File: src/cpfs_pin_mux.sv
package cpfs_pkg;

    // Register offsets on the configuration port
    localparam logic [7:0] CFG3_OFFSET   = 8'h03;
    localparam logic [7:0] CFG6_OFFSET   = 8'h06;
    localparam logic [7:0] STATUS_OFFSET = 8'h08;

    // Field positions
    localparam int PAIR7_DIS_BIT = 3;
    localparam int REQ_E_SEL_BIT = 7;
    localparam int REQ_F_SEL_BIT = 6;

    // Reset values and implemented-bit masks
    localparam logic [7:0] CFG3_RESET = 8'h00;
    localparam logic [7:0] CFG6_RESET = 8'h00;
    localparam logic [7:0] CFG3_MASK  = 8'h08;
    localparam logic [7:0] CFG6_MASK  = 8'hc0;
    localparam logic [7:0] RDATA_IDLE = 8'h00;

    // Status register layout
    localparam int ST_STRAP_BIT   = 0;
    localparam int ST_STRAP_DONE  = 1;
    localparam int ST_REQ_E_LEVEL = 2;
    localparam int ST_REQ_F_LEVEL = 3;
    localparam int ST_RUN6        = 4;
    localparam int ST_RUN8        = 5;
    localparam int ST_P7_DRIVEN   = 6;

    // Cycles the strap synchroniser needs before its output is trusted
    localparam logic [1:0] STRAP_SETTLE = 2'h2;
    localparam logic [1:0] CNT_ZERO     = 2'h0;
    localparam logic [1:0] CNT_ONE      = 2'h1;

    typedef enum {
        STRAP_SETTLING,
        STRAP_HELD
    } cpfs_strap_e;

    // One differential output pair as two levels
    typedef struct packed {
        logic t;
        logic c;
    } cpfs_pair_s;

    // One configuration port request
    typedef struct packed {
        logic [7:0] addr;
        logic [7:0] wdata;
        logic       wr;
        logic       rd;
    } cpfs_bus_s;

endpackage

`timescale 1ns/1ps

module cpfs_pin_mux (
    input  wire logic       clk,             // Generator core clock
    input  wire logic       nrst,            // Power-up reset, active low
    input  wire logic       ce,              // Clock enable, freezes all state when low
    input  wire logic [7:0] cfg_addr,        // Register address
    input  wire logic [7:0] cfg_wdata,       // Register write data
    input  wire logic       cfg_wr,          // Write strobe
    input  wire logic       cfg_rd,          // Read strobe
    output logic      [7:0] cfg_rdata,       // Read data, cycle after the read strobe
    input  wire logic       pair6_src_t,     // Pair six true phase from the synthesiser
    input  wire logic       pair7_src_t,     // Pair seven true phase
    input  wire logic       pair8_src_t,     // Pair eight true phase
    input  wire logic       debug_src_t,     // Debug port clock true phase
    input  wire logic       debug_pair_strap, // Strap pin, sampled after power-up
    input  wire logic       pair7_c_in,      // Complement pin level, request input E
    output logic            pair7_c_out,     // Complement pin drive value
    output logic            pair7_c_oe,      // Complement pin output enable
    input  wire logic       pair7_t_in,      // True pin level, request input F
    output logic            pair7_t_out,     // True pin drive value
    output logic            pair7_t_oe,      // True pin output enable
    output logic            sixth_ref_pair_t, // Pair six true output
    output logic            sixth_ref_pair_c, // Pair six complement output
    output logic            proc2_t,         // Processor2 debug or pair eight true
    output logic            proc2_c          // Processor2 debug or pair eight complement
);

    cpfs_pkg::cpfs_bus_s   bus;
    logic [7:0]            cfg3_q;
    logic [7:0]            cfg3_d;
    logic [7:0]            cfg6_q;
    logic [7:0]            cfg6_d;
    logic [7:0]            rdata_q;
    logic [7:0]            rdata_d;
    logic [7:0]            status;
    logic                  pair7_dis;
    logic                  req_e_sel;
    logic                  req_f_sel;

    logic                  strap_s1_q;
    logic                  strap_s2_q;
    logic                  strap_q;
    logic                  strap_d;
    logic [1:0]            strap_cnt_q;
    logic [1:0]            strap_cnt_d;
    cpfs_pkg::cpfs_strap_e strap_state_q;
    cpfs_pkg::cpfs_strap_e strap_state_d;

    cpfs_pkg::cpfs_pair_s  pair6;
    cpfs_pkg::cpfs_pair_s  pair8;
    logic                  req_e_level;
    logic                  req_f_level;
    logic                  run6;
    logic                  run8;

    logic                  p7_c_out_q;
    logic                  p7_c_out_d;
    logic                  p7_c_oe_q;
    logic                  p7_c_oe_d;
    logic                  p7_t_out_q;
    logic                  p7_t_out_d;
    logic                  p7_t_oe_q;
    logic                  p7_t_oe_d;
    cpfs_pkg::cpfs_pair_s  proc2_q;
    cpfs_pkg::cpfs_pair_s  proc2_d;

    assign bus.addr  = cfg_addr;
    assign bus.wdata = cfg_wdata;
    assign bus.wr    = cfg_wr;
    assign bus.rd    = cfg_rd;

    assign pair7_dis = cfg3_q[cpfs_pkg::PAIR7_DIS_BIT];
    assign req_e_sel = cfg6_q[cpfs_pkg::REQ_E_SEL_BIT];
    assign req_f_sel = cfg6_q[cpfs_pkg::REQ_F_SEL_BIT];

    // Configuration registers; only the documented bits are kept
    always_comb begin
        cfg3_d = cfg3_q;
        cfg6_d = cfg6_q;
        if (bus.wr && bus.addr == cpfs_pkg::CFG3_OFFSET) begin
            cfg3_d = bus.wdata & cpfs_pkg::CFG3_MASK;
        end
        if (bus.wr && bus.addr == cpfs_pkg::CFG6_OFFSET) begin
            cfg6_d = bus.wdata & cpfs_pkg::CFG6_MASK;
        end
    end

    // Status shows live levels so software can watch a request pin
    // without owning it; the top bit always reads zero.
    always_comb begin
        status                            = cpfs_pkg::RDATA_IDLE;
        status[cpfs_pkg::ST_STRAP_BIT]    = strap_q;
        status[cpfs_pkg::ST_STRAP_DONE]   = (strap_state_q == cpfs_pkg::STRAP_HELD);
        status[cpfs_pkg::ST_REQ_E_LEVEL]  = req_e_level;
        status[cpfs_pkg::ST_REQ_F_LEVEL]  = req_f_level;
        status[cpfs_pkg::ST_RUN6]         = run6;
        status[cpfs_pkg::ST_RUN8]         = run8;
        status[cpfs_pkg::ST_P7_DRIVEN]    = p7_c_oe_q | p7_t_oe_q;
    end

    // Read data stand for exactly one cycle; unmapped addresses read zero
    always_comb begin
        rdata_d = cpfs_pkg::RDATA_IDLE;
        if (bus.rd) begin
            unique case (bus.addr)
                cpfs_pkg::CFG3_OFFSET:   rdata_d = cfg3_q;
                cpfs_pkg::CFG6_OFFSET:   rdata_d = cfg6_q;
                cpfs_pkg::STATUS_OFFSET: rdata_d = status;
                default:                 rdata_d = cpfs_pkg::RDATA_IDLE;
            endcase
        end
    end

    // While ce is low no request is taken, reads included
    always_ff @(posedge clk or negedge nrst) begin
        if (!nrst) begin
            cfg3_q  <= cpfs_pkg::CFG3_RESET;
            cfg6_q  <= cpfs_pkg::CFG6_RESET;
            rdata_q <= cpfs_pkg::RDATA_IDLE;
        end else if (ce) begin
            cfg3_q  <= cfg3_d;
            cfg6_q  <= cfg6_d;
            rdata_q <= rdata_d;
        end
    end

    // Strap capture: wait for the synchroniser to fill, then hold forever
    // Later changes on the strap pin are ignored until the next reset
    always_comb begin
        strap_state_d = strap_state_q;
        strap_cnt_d   = strap_cnt_q;
        strap_d       = strap_q;
        unique case (strap_state_q)
            cpfs_pkg::STRAP_SETTLING: begin
                if (strap_cnt_q == cpfs_pkg::STRAP_SETTLE) begin
                    strap_d       = strap_s2_q;
                    strap_state_d = cpfs_pkg::STRAP_HELD;
                end else begin
                    strap_cnt_d = strap_cnt_q + cpfs_pkg::CNT_ONE;
                end
            end
            cpfs_pkg::STRAP_HELD: begin
                // Held until the next power-up reset
                strap_d = strap_q;
            end
        endcase
    end

    always_ff @(posedge clk or negedge nrst) begin
        if (!nrst) begin
            strap_s1_q    <= 1'b0;
            strap_s2_q    <= 1'b0;
            strap_q       <= 1'b0;
            strap_cnt_q   <= cpfs_pkg::CNT_ZERO;
            strap_state_q <= cpfs_pkg::STRAP_SETTLING;
        end else if (ce) begin
            strap_s1_q    <= debug_pair_strap;
            strap_s2_q    <= strap_s1_q;
            strap_q       <= strap_d;
            strap_cnt_q   <= strap_cnt_d;
            strap_state_q <= strap_state_d;
        end
    end

    // Pair six gated by request E, only while the complement pin is a request input
    cpfs_pair_gate u_gate6 (
        .clk       (clk),
        .nrst      (nrst),
        .ce        (ce),
        .src_t     (pair6_src_t),
        .req_n_pin (pair7_c_in),
        .req_use   (req_e_sel),
        .pair      (pair6),
        .req_level (req_e_level),
        .running   (run6)
    );

    // Pair eight gated by request F, only while the true pin is a request input
    cpfs_pair_gate u_gate8 (
        .clk       (clk),
        .nrst      (nrst),
        .ce        (ce),
        .src_t     (pair8_src_t),
        .req_n_pin (pair7_t_in),
        .req_use   (req_f_sel),
        .pair      (pair8),
        .req_level (req_f_level),
        .running   (run8)
    );

    // Shared pins: drive pair seven unless disabled or taken as a request input.
    // A host that sets a select bit before the disable bit still gets a floated
    // pin, so the device never fights a requester driving the same wire.
    always_comb begin
        p7_c_out_d = ~pair7_src_t;
        p7_t_out_d = pair7_src_t;
        p7_c_oe_d  = !pair7_dis && !req_e_sel;
        p7_t_oe_d  = !pair7_dis && !req_f_sel;
    end

    // Processor2 pins follow the latched strap; pair eight until it is latched
    always_comb begin
        if (strap_q) begin
            proc2_d.t = debug_src_t;
            proc2_d.c = ~debug_src_t;
        end else begin
            proc2_d = pair8;
        end
    end

    // Reset leaves pair seven driven and idle: true low, complement high,
    // so the default pin function holds from power-up on.
    always_ff @(posedge clk or negedge nrst) begin
        if (!nrst) begin
            p7_c_out_q <= 1'b1;
            p7_c_oe_q  <= 1'b1;
            p7_t_out_q <= 1'b0;
            p7_t_oe_q  <= 1'b1;
            proc2_q.t  <= 1'b0;
            proc2_q.c  <= 1'b1;
        end else if (ce) begin
            p7_c_out_q <= p7_c_out_d;
            p7_c_oe_q  <= p7_c_oe_d;
            p7_t_out_q <= p7_t_out_d;
            p7_t_oe_q  <= p7_t_oe_d;
            proc2_q    <= proc2_d;
        end
    end

    // Every output is a flop; no logic sits between a register and a pin
    assign cfg_rdata        = rdata_q;
    assign pair7_c_out      = p7_c_out_q;
    assign pair7_c_oe       = p7_c_oe_q;
    assign pair7_t_out      = p7_t_out_q;
    assign pair7_t_oe       = p7_t_oe_q;
    assign sixth_ref_pair_t = pair6.t;
    assign sixth_ref_pair_c = pair6.c;
    assign proc2_t          = proc2_q.t;
    assign proc2_c          = proc2_q.c;

endmodule

File: src/cpfs_pair_gate.sv
`timescale 1ns/1ps

module cpfs_pair_gate (
    input  wire logic            clk,        // Generator core clock
    input  wire logic            nrst,       // Power-up reset, active low
    input  wire logic            ce,         // Clock enable
    input  wire logic            src_t,      // Ungated true phase
    input  wire logic            req_n_pin,  // Request pin, low asks for the clock
    input  wire logic            req_use,    // Pin is configured as request input
    output cpfs_pkg::cpfs_pair_s pair,       // Gated pair, registered
    output logic                 req_level,  // Synchronised request pin level
    output logic                 running     // Pair currently running
);

    logic                 sync1_q;
    logic                 sync2_q;
    logic                 run_q;
    logic                 run_d;
    logic                 want_run;
    cpfs_pkg::cpfs_pair_s pair_q;
    cpfs_pkg::cpfs_pair_s pair_d;

    // Request pin comes from another device: two flops before any use
    always_ff @(posedge clk or negedge nrst) begin
        if (!nrst) begin
            sync1_q <= 1'b1;
            sync2_q <= 1'b1;
        end else if (ce) begin
            sync1_q <= req_n_pin;
            sync2_q <= sync1_q;
        end
    end

    assign want_run = !req_use || !sync2_q;

    // Run state only changes while the true phase is low, so neither start
    // nor stop can cut a high phase short. Costs up to one source period.
    always_comb begin
        run_d = run_q;
        if (!src_t) begin
            run_d = want_run;
        end
        pair_d.t = run_d & src_t;
        pair_d.c = run_d ? ~src_t : 1'b1;
    end

    always_ff @(posedge clk or negedge nrst) begin
        if (!nrst) begin
            run_q    <= 1'b1;
            pair_q.t <= 1'b0;
            pair_q.c <= 1'b1;
        end else if (ce) begin
            run_q  <= run_d;
            pair_q <= pair_d;
        end
    end

    assign pair      = pair_q;
    assign req_level = sync2_q;
    assign running   = run_q;

endmodule

File: config.mk
export PLATFORM = sky130hd
export DESIGN_NAME = cpfs_pin_mux
export DESIGN_NICKNAME = d
export VERILOG_FILES = /design/src/cpfs_pin_mux.sv /design/src/cpfs_pair_gate.sv
export SDC_FILE = /design/constraint.sdc
export NUM_CORES = 1
export LEC_CHECK = 0
export CAP_MARGIN = 20
export CELL_PAD_IN_SITES_DETAIL_PLACEMENT = 0
export CELL_PAD_IN_SITES_GLOBAL_PLACEMENT = 1
export CORE_UTILIZATION = 27
export DETAILED_ROUTE_END_ITERATION = 8
export DONT_BUFFER_PORTS = 1
export PLACE_DENSITY = 0.55
export SETUP_SLACK_MARGIN = 0.5
export SLEW_MARGIN = 20
export SYNTH_ARGS = -nofsm -noshare
export SYNTH_HDL_FRONTEND = slang
export SYNTH_HIERARCHICAL = 1
export SYNTH_SLANG_ARGS = --single-unit
export TNS_END_PERCENT = 20
File: constraint.sdc
create_clock -name clk -period 2.7 [get_ports clk]
set_input_delay 0.81 -clock clk [delete_from_list [all_inputs] [get_ports clk]]
set_output_delay 0.81 -clock clk [all_outputs]
set_load 0.005 [all_outputs]
==> results of run 1 <==
[kinds of logic after synthesis]
kind of cell	after synthesis	synth area share (%)
xor+xnor	1	0.6190
flops	33	59.42
fa+ha+maj	1	0.8840
simple gates	31	14.15
buf+inv	7	1.944
compound gates	21	10.70
mux	15	12.29
[power by group through the flow]
stage | Sequential (mW) | Combinational [mW] | Clock (mW)
2_1_floorplan | 0.602 | 0.0858 | 0
3_3_place_gp | 0.612 | 0.0914 | 0
3_5_place_dp | 0.615 | 0.0954 | 0
4_1_cts | 0.607 | 0.0967 | 0.490
5_1_grt | 0.616 | 0.109 | 0.514
6_report | 0.606 | 0.0950 | 0.475
[worst max-delay path, delay by kind of cell]
family           cells  cell delay [ns]
AND/OR/NAND/NOR      3             0.67
multiplexers         1             0.34
[metal layers]
metal | part of all wire (%) | wire length (um)
met5 | 0 | 0
met4 | 1.3 | 36
met3 | 7.3 | 201
met2 | 44 | 1216
met1 | 47 | 1294
[cell type report]
type,count,area (um^2)
sequential,33,840.8
fill,523,3273
clock inverter,1,30.03
inverter,5,18.77
tap,67,83.83
multi-input combinational,69,546.8
clock buffer,7,86.33
[Yosys cell counts, drive strengths merged, types with 2 or more instances]
library cell	instances	share of area [%]
dfrtp	21	37
a21oi	2	0.71
o21a	3	1.6
a22o	5	3.1
nand3	4	1.4
nand4	2	0.88
dfstp	12	22
mux2	13	11
mux2i	2	1.4
o21ai	4	1.4
nand2	10	2.8
o31ai	2	1.1
and2b	2	1.1
o2bb2ai	3	1.9
inv	5	1.3
and4bb	2	1.8
nor2	5	1.7
or3	2	0.88
[worst min path at each step]
| stage | from | to | slack (ns) | depth (start not counted) |
|---|---|---|---|---|
| 2_1_floorplan | cfg6_q[6] | pair7_t_oe | 0.44 | 1 |
| 3_3_place_gp | strap_cnt_q[0] | strap_cnt_q[0] | 0.46 | 1 |
| 3_5_place_dp | strap_cnt_q[0] | strap_cnt_q[0] | 0.47 | 1 |
| 4_1_cts | nrst | cfg_rdata[5] | 0.20 | 0 |
| 5_1_grt | nrst | cfg_rdata[1] | 0.20 | 0 |
| 6_report | nrst | strap_state_q[0] | 0.22 | 0 |
[metrics by stage]
stage          util, %  total power, mW
2_1_floorplan        -           0.6877
3_3_place_gp     30.54           0.7036
3_5_place_dp     30.54           0.7109
4_1_cts          32.92            1.194
5_1_grt          32.92            1.238
6_report         32.92            1.176
[registers in the layout, summed over array words and instances, names as in the netlist, 2 cells and up, named ones only]
| register | flops |
|---|---|
| u_gate8/pair | 2 |
| u_gate6/pair | 2 |
| cfg_rdata | 8 |
| strap_cnt_q | 2 |
| cfg6_q | 2 |
[cell usage in the layout, fill, tap and decap left out, types with 2 or more instances in the layout]
master,n
and4bb_1,2
dfstp_2,12
nand2_1,9
mux2_2,8
or3_1,2
nor2_2,2
nor2_1,3
nand3_1,4
o2bb2ai_1,3
and2b_1,2
o21a_1,3
mux2_4,2
o31ai_1,2
clkbuf_8,6
a21oi_1,2
dfrtp_1,21
o21ai_0,3
nand4_1,2
mux2_1,3
a22o_1,5
inv_1,4
mux2i_1,2
==> impl_metrics.yaml, run 1 <==
status:
  status: "finished, final reports clean"
global_route:
  grt-ovfl-total: 0
  grt_max_degree: 34
  met3_usage_pct: 5.285
  grt_pass1_wl_mm: 4.705
  met2_usage_pct: 16.72
  grt_pass1_vias: 950
  antenna_found_initial: 0
  use_met1_pct: 15.01
  groute.usage.overall_pct: 11.63
  grt_busiest_layer: "met2"
logic_synthesis:
  synthArstFlopShare_pct: 100.0
  syn_area_mm2: 0.001415
  synth_flop_cell: "dfrtp_1"
  ys_warn_count: 6
  synth_cell_types: 34
  ys_ff_latch: 33
  syn_inst: 109
  synth_edf_count: 0
  synth.net_count: 138
  synth_area_per_cell_um2: 12.98
  yosysSeqAreaShare_pct: 59.42
timing:
  finalCriticalPeriod_ns: 1.666
  setup_viol: 0
  final.setup.tns_ns: 0
  worst_slew_pin_slew_ns: 0.3997
  rsz0062_at_grt: "false"
  fin_hold_ws_ns: 0.2184
  finalMaxSlewViolations: 0
  hold_viol_final: 0
  max_freq_mhz: 600.3
  finalClockSkew_ns: 0.003095
  fin_ws_ns: 1.034
  fin_crit_sh_pct: 61.70
  slew_headroom_pct: 73.15
floorplan:
  die_area_mm2: 0.005535
  fp.dieW_um: 74.40
  fp.dieH_um: 74.40
  io_pins: 44
  start_util_pct: 29.00
  rows: 25
  coreArea_mm2: 0.004880
clocking:
  cts_resized: 0
  clock_path_buffers: 2
  clkSlewWorstSetupHoldPaths_ns: 0.07
  numCtsBuffers: 5
  holdBufCountCts: 0
  clock-root-buffer: "clkbuf_8"
  htreeDepth: 2
  post_cts_buffers: 0
  insertion_delay_ns: 0.28
  cts_tree: "built"
  cts_sinks: 33
worst_setup_path:
  reg2reg_slack_ns: 1.45
  path_cells: "nor4_4, nand2_2, nor2_2, mux2_1"
  reg2reg_to: "strap_cnt_q[0]"
  timing.rr.start: "strap_cnt_q[0]"
  crit_end: "cfg6_q[7]"
  crit_type: "input pin to flip-flop"
  cp_max_fo: 7
  slowest_stage: "nor4_4"
  startpoint_type: "input pin"
  critPathLaunch: "cfg_addr[5]"
  cp.arrival_ns: 1.83
  cp-end-kind: "flip-flop"
  required_ns: 2.86
  cpPeakStageDelay_ns: 0.41
  reg2reg_depth: 4
flow_run:
  drv_cap: 0
power:
  p_int_mw: 0.9199
  p_switching_mw: 0.2558
  p_clk_share_pct: 40.4
  power_density_mw_per_mm2: 731.8
  p_leak_nw: 0.6746
  pwr-share-comb_pct: 8.1
  p_sw_share_pct: 21.76
  ir_worst_vdd_v: 0.0002733
  pwr-share-seq_pct: 51.5
placement:
  dp.cells: 174
  post-place-ws_ns: 0.7370
  gp_congestion: 0.7123
  dp_hpwl_mm: 1.951
  port_buffers: 0
  post_dp_cell_area_mm2: 0.001490
final_layout:
  fin_nets: 143
  syn_to_final_growth_pct: 13.53
  fin_cells: 182
  final_layout_size_suffix_gt1_share_pct: 31.30
  stdcell_area_mm2: 0.001607
  insertedDiodeCount: 0
detailed_routing:
  drt-pass1-iter-count: 3
  drc: 0
  avgViaCountPerCell: 4.665
  ant_nets: 0
  num_vias: 849
  drt_first_iter_violations: 17
  wire_per_inst_um: 15.10
  wirelength_mm: 2.748
min_path:
  hold_path_class: "input pin to async pin"
Power figures use the tool's default switching activity.
==> inputs of run 2 (changes only) <==
Settings changed: PLACE_DENSITY 0.55 to 0.57.
Clock period 2.7 ns to 1.4 ns, I/O delays scaled along.
==> impl_metrics.yaml, run 2 (synthesized netlist as in run 1, its figures left out) <==
status:
  status: "finished with violations"
  violations: "hold timing"
timing:
  final.setup.tns_ns: 0
  fin_crit_sh_pct: 89.87
  fin_ws_ns: 0.1418
  rsz0062_at_grt: "true"
  max_freq_mhz: 794.8
  finalMaxSlewViolations: 0
  slew_headroom_pct: 81.45
  setup_viol: 0
  finalClockSkew_ns: 0.006384
  fin_hold_ws_ns: -0.1736
  worst_slew_pin_slew_ns: 0.2775
  hold_viol_final: 33
  finalCriticalPeriod_ns: 1.258
floorplan:
  start_util_pct: 29.00
  coreArea_mm2: 0.004880
  io_pins: 44
  fp.dieH_um: 74.40
  rows: 25
  die_area_mm2: 0.005535
  fp.dieW_um: 74.40
global_route:
  grt_pass1_vias: 918
  grt_max_degree: 34
  groute.usage.overall_pct: 10.95
  antenna_found_initial: 0
  grt_pass1_wl_mm: 4.395
  grt-ovfl-total: 0
detailed_routing:
  wirelength_mm: 2.725
  drt-pass1-iter-count: 4
  num_vias: 877
  drc: 0
  avgViaCountPerCell: 4.690
  ant_nets: 0
  wire_per_inst_um: 14.57
  drt_first_iter_violations: 49
clocking:
  numCtsBuffers: 5
  insertion_delay_ns: 0.28
  clock-root-buffer: "clkbuf_8"
  cts_tree: "built"
  htreeDepth: 2
  clkSlewWorstSetupHoldPaths_ns: 0.07
  clock_path_buffers: 2
  cts_sinks: 33
final_layout:
  final_layout_size_suffix_gt1_share_pct: 35.00
  final_cell_mix: "dfrtp_1 (21), dfstp_2 (12), nand2_1 (9)"
  insertedDiodeCount: 0
  fin_nets: 148
  fin_util_pct: 33.13
  mostFrequentLayoutCell: "dfrtp_1"
  syn_to_final_growth_pct: 14.24
  largest_register_ffs: 8
power:
  p_sw_share_pct: 23.74
  p_leak_nw: 0.6826
  p_clk_share_pct: 32.3
  p_switching_mw: 0.4936
  p_int_mw: 1.586
  power_density_mw_per_mm2: 1287
  pwr-share-comb_pct: 11.6
  pwr-share-seq_pct: 56.1
  ir_worst_vdd_v: 0.0005410
  total_power_mw: 2.080
placement:
  gp_congestion: 0.6927
  post-place-ws_ns: -0.07028
  port_buffers: 0
  dp_hpwl_mm: 1.934
worst_setup_path:
  cp_max_fo: 3
  cp-end-kind: "primary output"
  startpoint_type: "flip-flop"
  required_ns: 0.98
  reg2reg_slack_ns: 0.23
  crit_type: "flip-flop to primary output"
  timing.rr.start: "strap_cnt_q[0]"
  cp_num_cells: 0
  crit_end: "pair7_c_oe"
  critPathLaunch: "pair7_c_oe"
  reg2reg_depth: 4
  reg2reg_to: "strap_cnt_q[0]"
  cp.arrival_ns: 0.84
min_path:
  hold_path_class: "input pin to async pin"
flow_run:
  drv_cap: 0
-- run 2: changes by cell type in the layout (fill, tap and decap cells not counted) --
cell,before,now
buf_4,0,5
bufinv_16,1,0
clkbuf_1,1,2
clkbuf_8,6,5
clkinv_2,0,1
ha_1,1,0
ha_2,0,1
or3_1,2,1
or3_4,0,1
-- run 2: worst reg2reg max path, delay by kind of cell (launching register included) --
family        cells  cell delay [ns]
xor+xnor          1             0.13
buf+inv           1             0.05
flops             1             0.35
fa+ha+maj         1             0.19
simple gates      1             0.35
-- run 2: power groups by stage --
stage	clock, mW	sequential (mW)	combinational [mW]
floorplan	0	1.16	0.165
global placement	0	1.18	0.179
detailed placement	0	1.19	0.188
CTS	0.707	1.17	0.222
global route	0.757	1.18	0.272
finish	0.672	1.17	0.242
-- run 2: repair_timing --
item,in CTS,in global routing
hold endpoints to repair,33,33
gates cloned,0,0
gates resized for setup,2,0
setup endpoints to repair,33,33
setup buffers,1,1
pin swaps,1,0
-- run 2: cell type report --
| cell class | instances | area [um^2] |
|---|---|---|
| multi-input cells | 69 | 554.3 |
| clock inverters | 1 | 5.005 |
| clock buffers | 7 | 76.32 |
| repair buffers | 5 | 37.54 |
| fillers | 520 | 3263 |
| well taps | 67 | 83.83 |
| flip-flops and latches | 33 | 840.8 |
| inverters | 5 | 18.77 |
-- run 2: how the worst min path moves through the flow --
stage               start    endpoint  slack, ns  depth (start not counted)
floorplan            nrst   cfg3_q[3]       0.12                          0
global placement     nrst     proc2_t       0.13                          0
detailed placement   nrst  strap_s1_q       0.13                          0
CTS                  nrst     strap_q      -0.18                          0
global route         nrst  strap_s1_q      -0.20                          0
finish               nrst     proc2_t      -0.17                          0
-- run 2: layer usage --
layer | up-vias | track usage, % | routed length [um]
met2 | 32 | 16.12 | 1206
li1 | 413 | - | -
met4 | 0 | 5.031 | 44
met1 | 425 | 13.79 | 1265
met3 | 7 | 4.878 | 209
met5 | - | 0 | 0
-- run 2: per-stage QoR --
| stage | cell area, um^2 | std cells | hold slack (ns) |
|---|---|---|---|
| after global placement | 1513 | 177 | 0.1252 |
| after CTS | 1609 | 186 | -0.1843 |
| after floorplan | 1415 | 109 | 0.1244 |
| final | 1617 | 187 | -0.1736 |
| after global routing | 1617 | 187 | -0.1967 |
| after detailed placement | 1513 | 177 | 0.1253 |
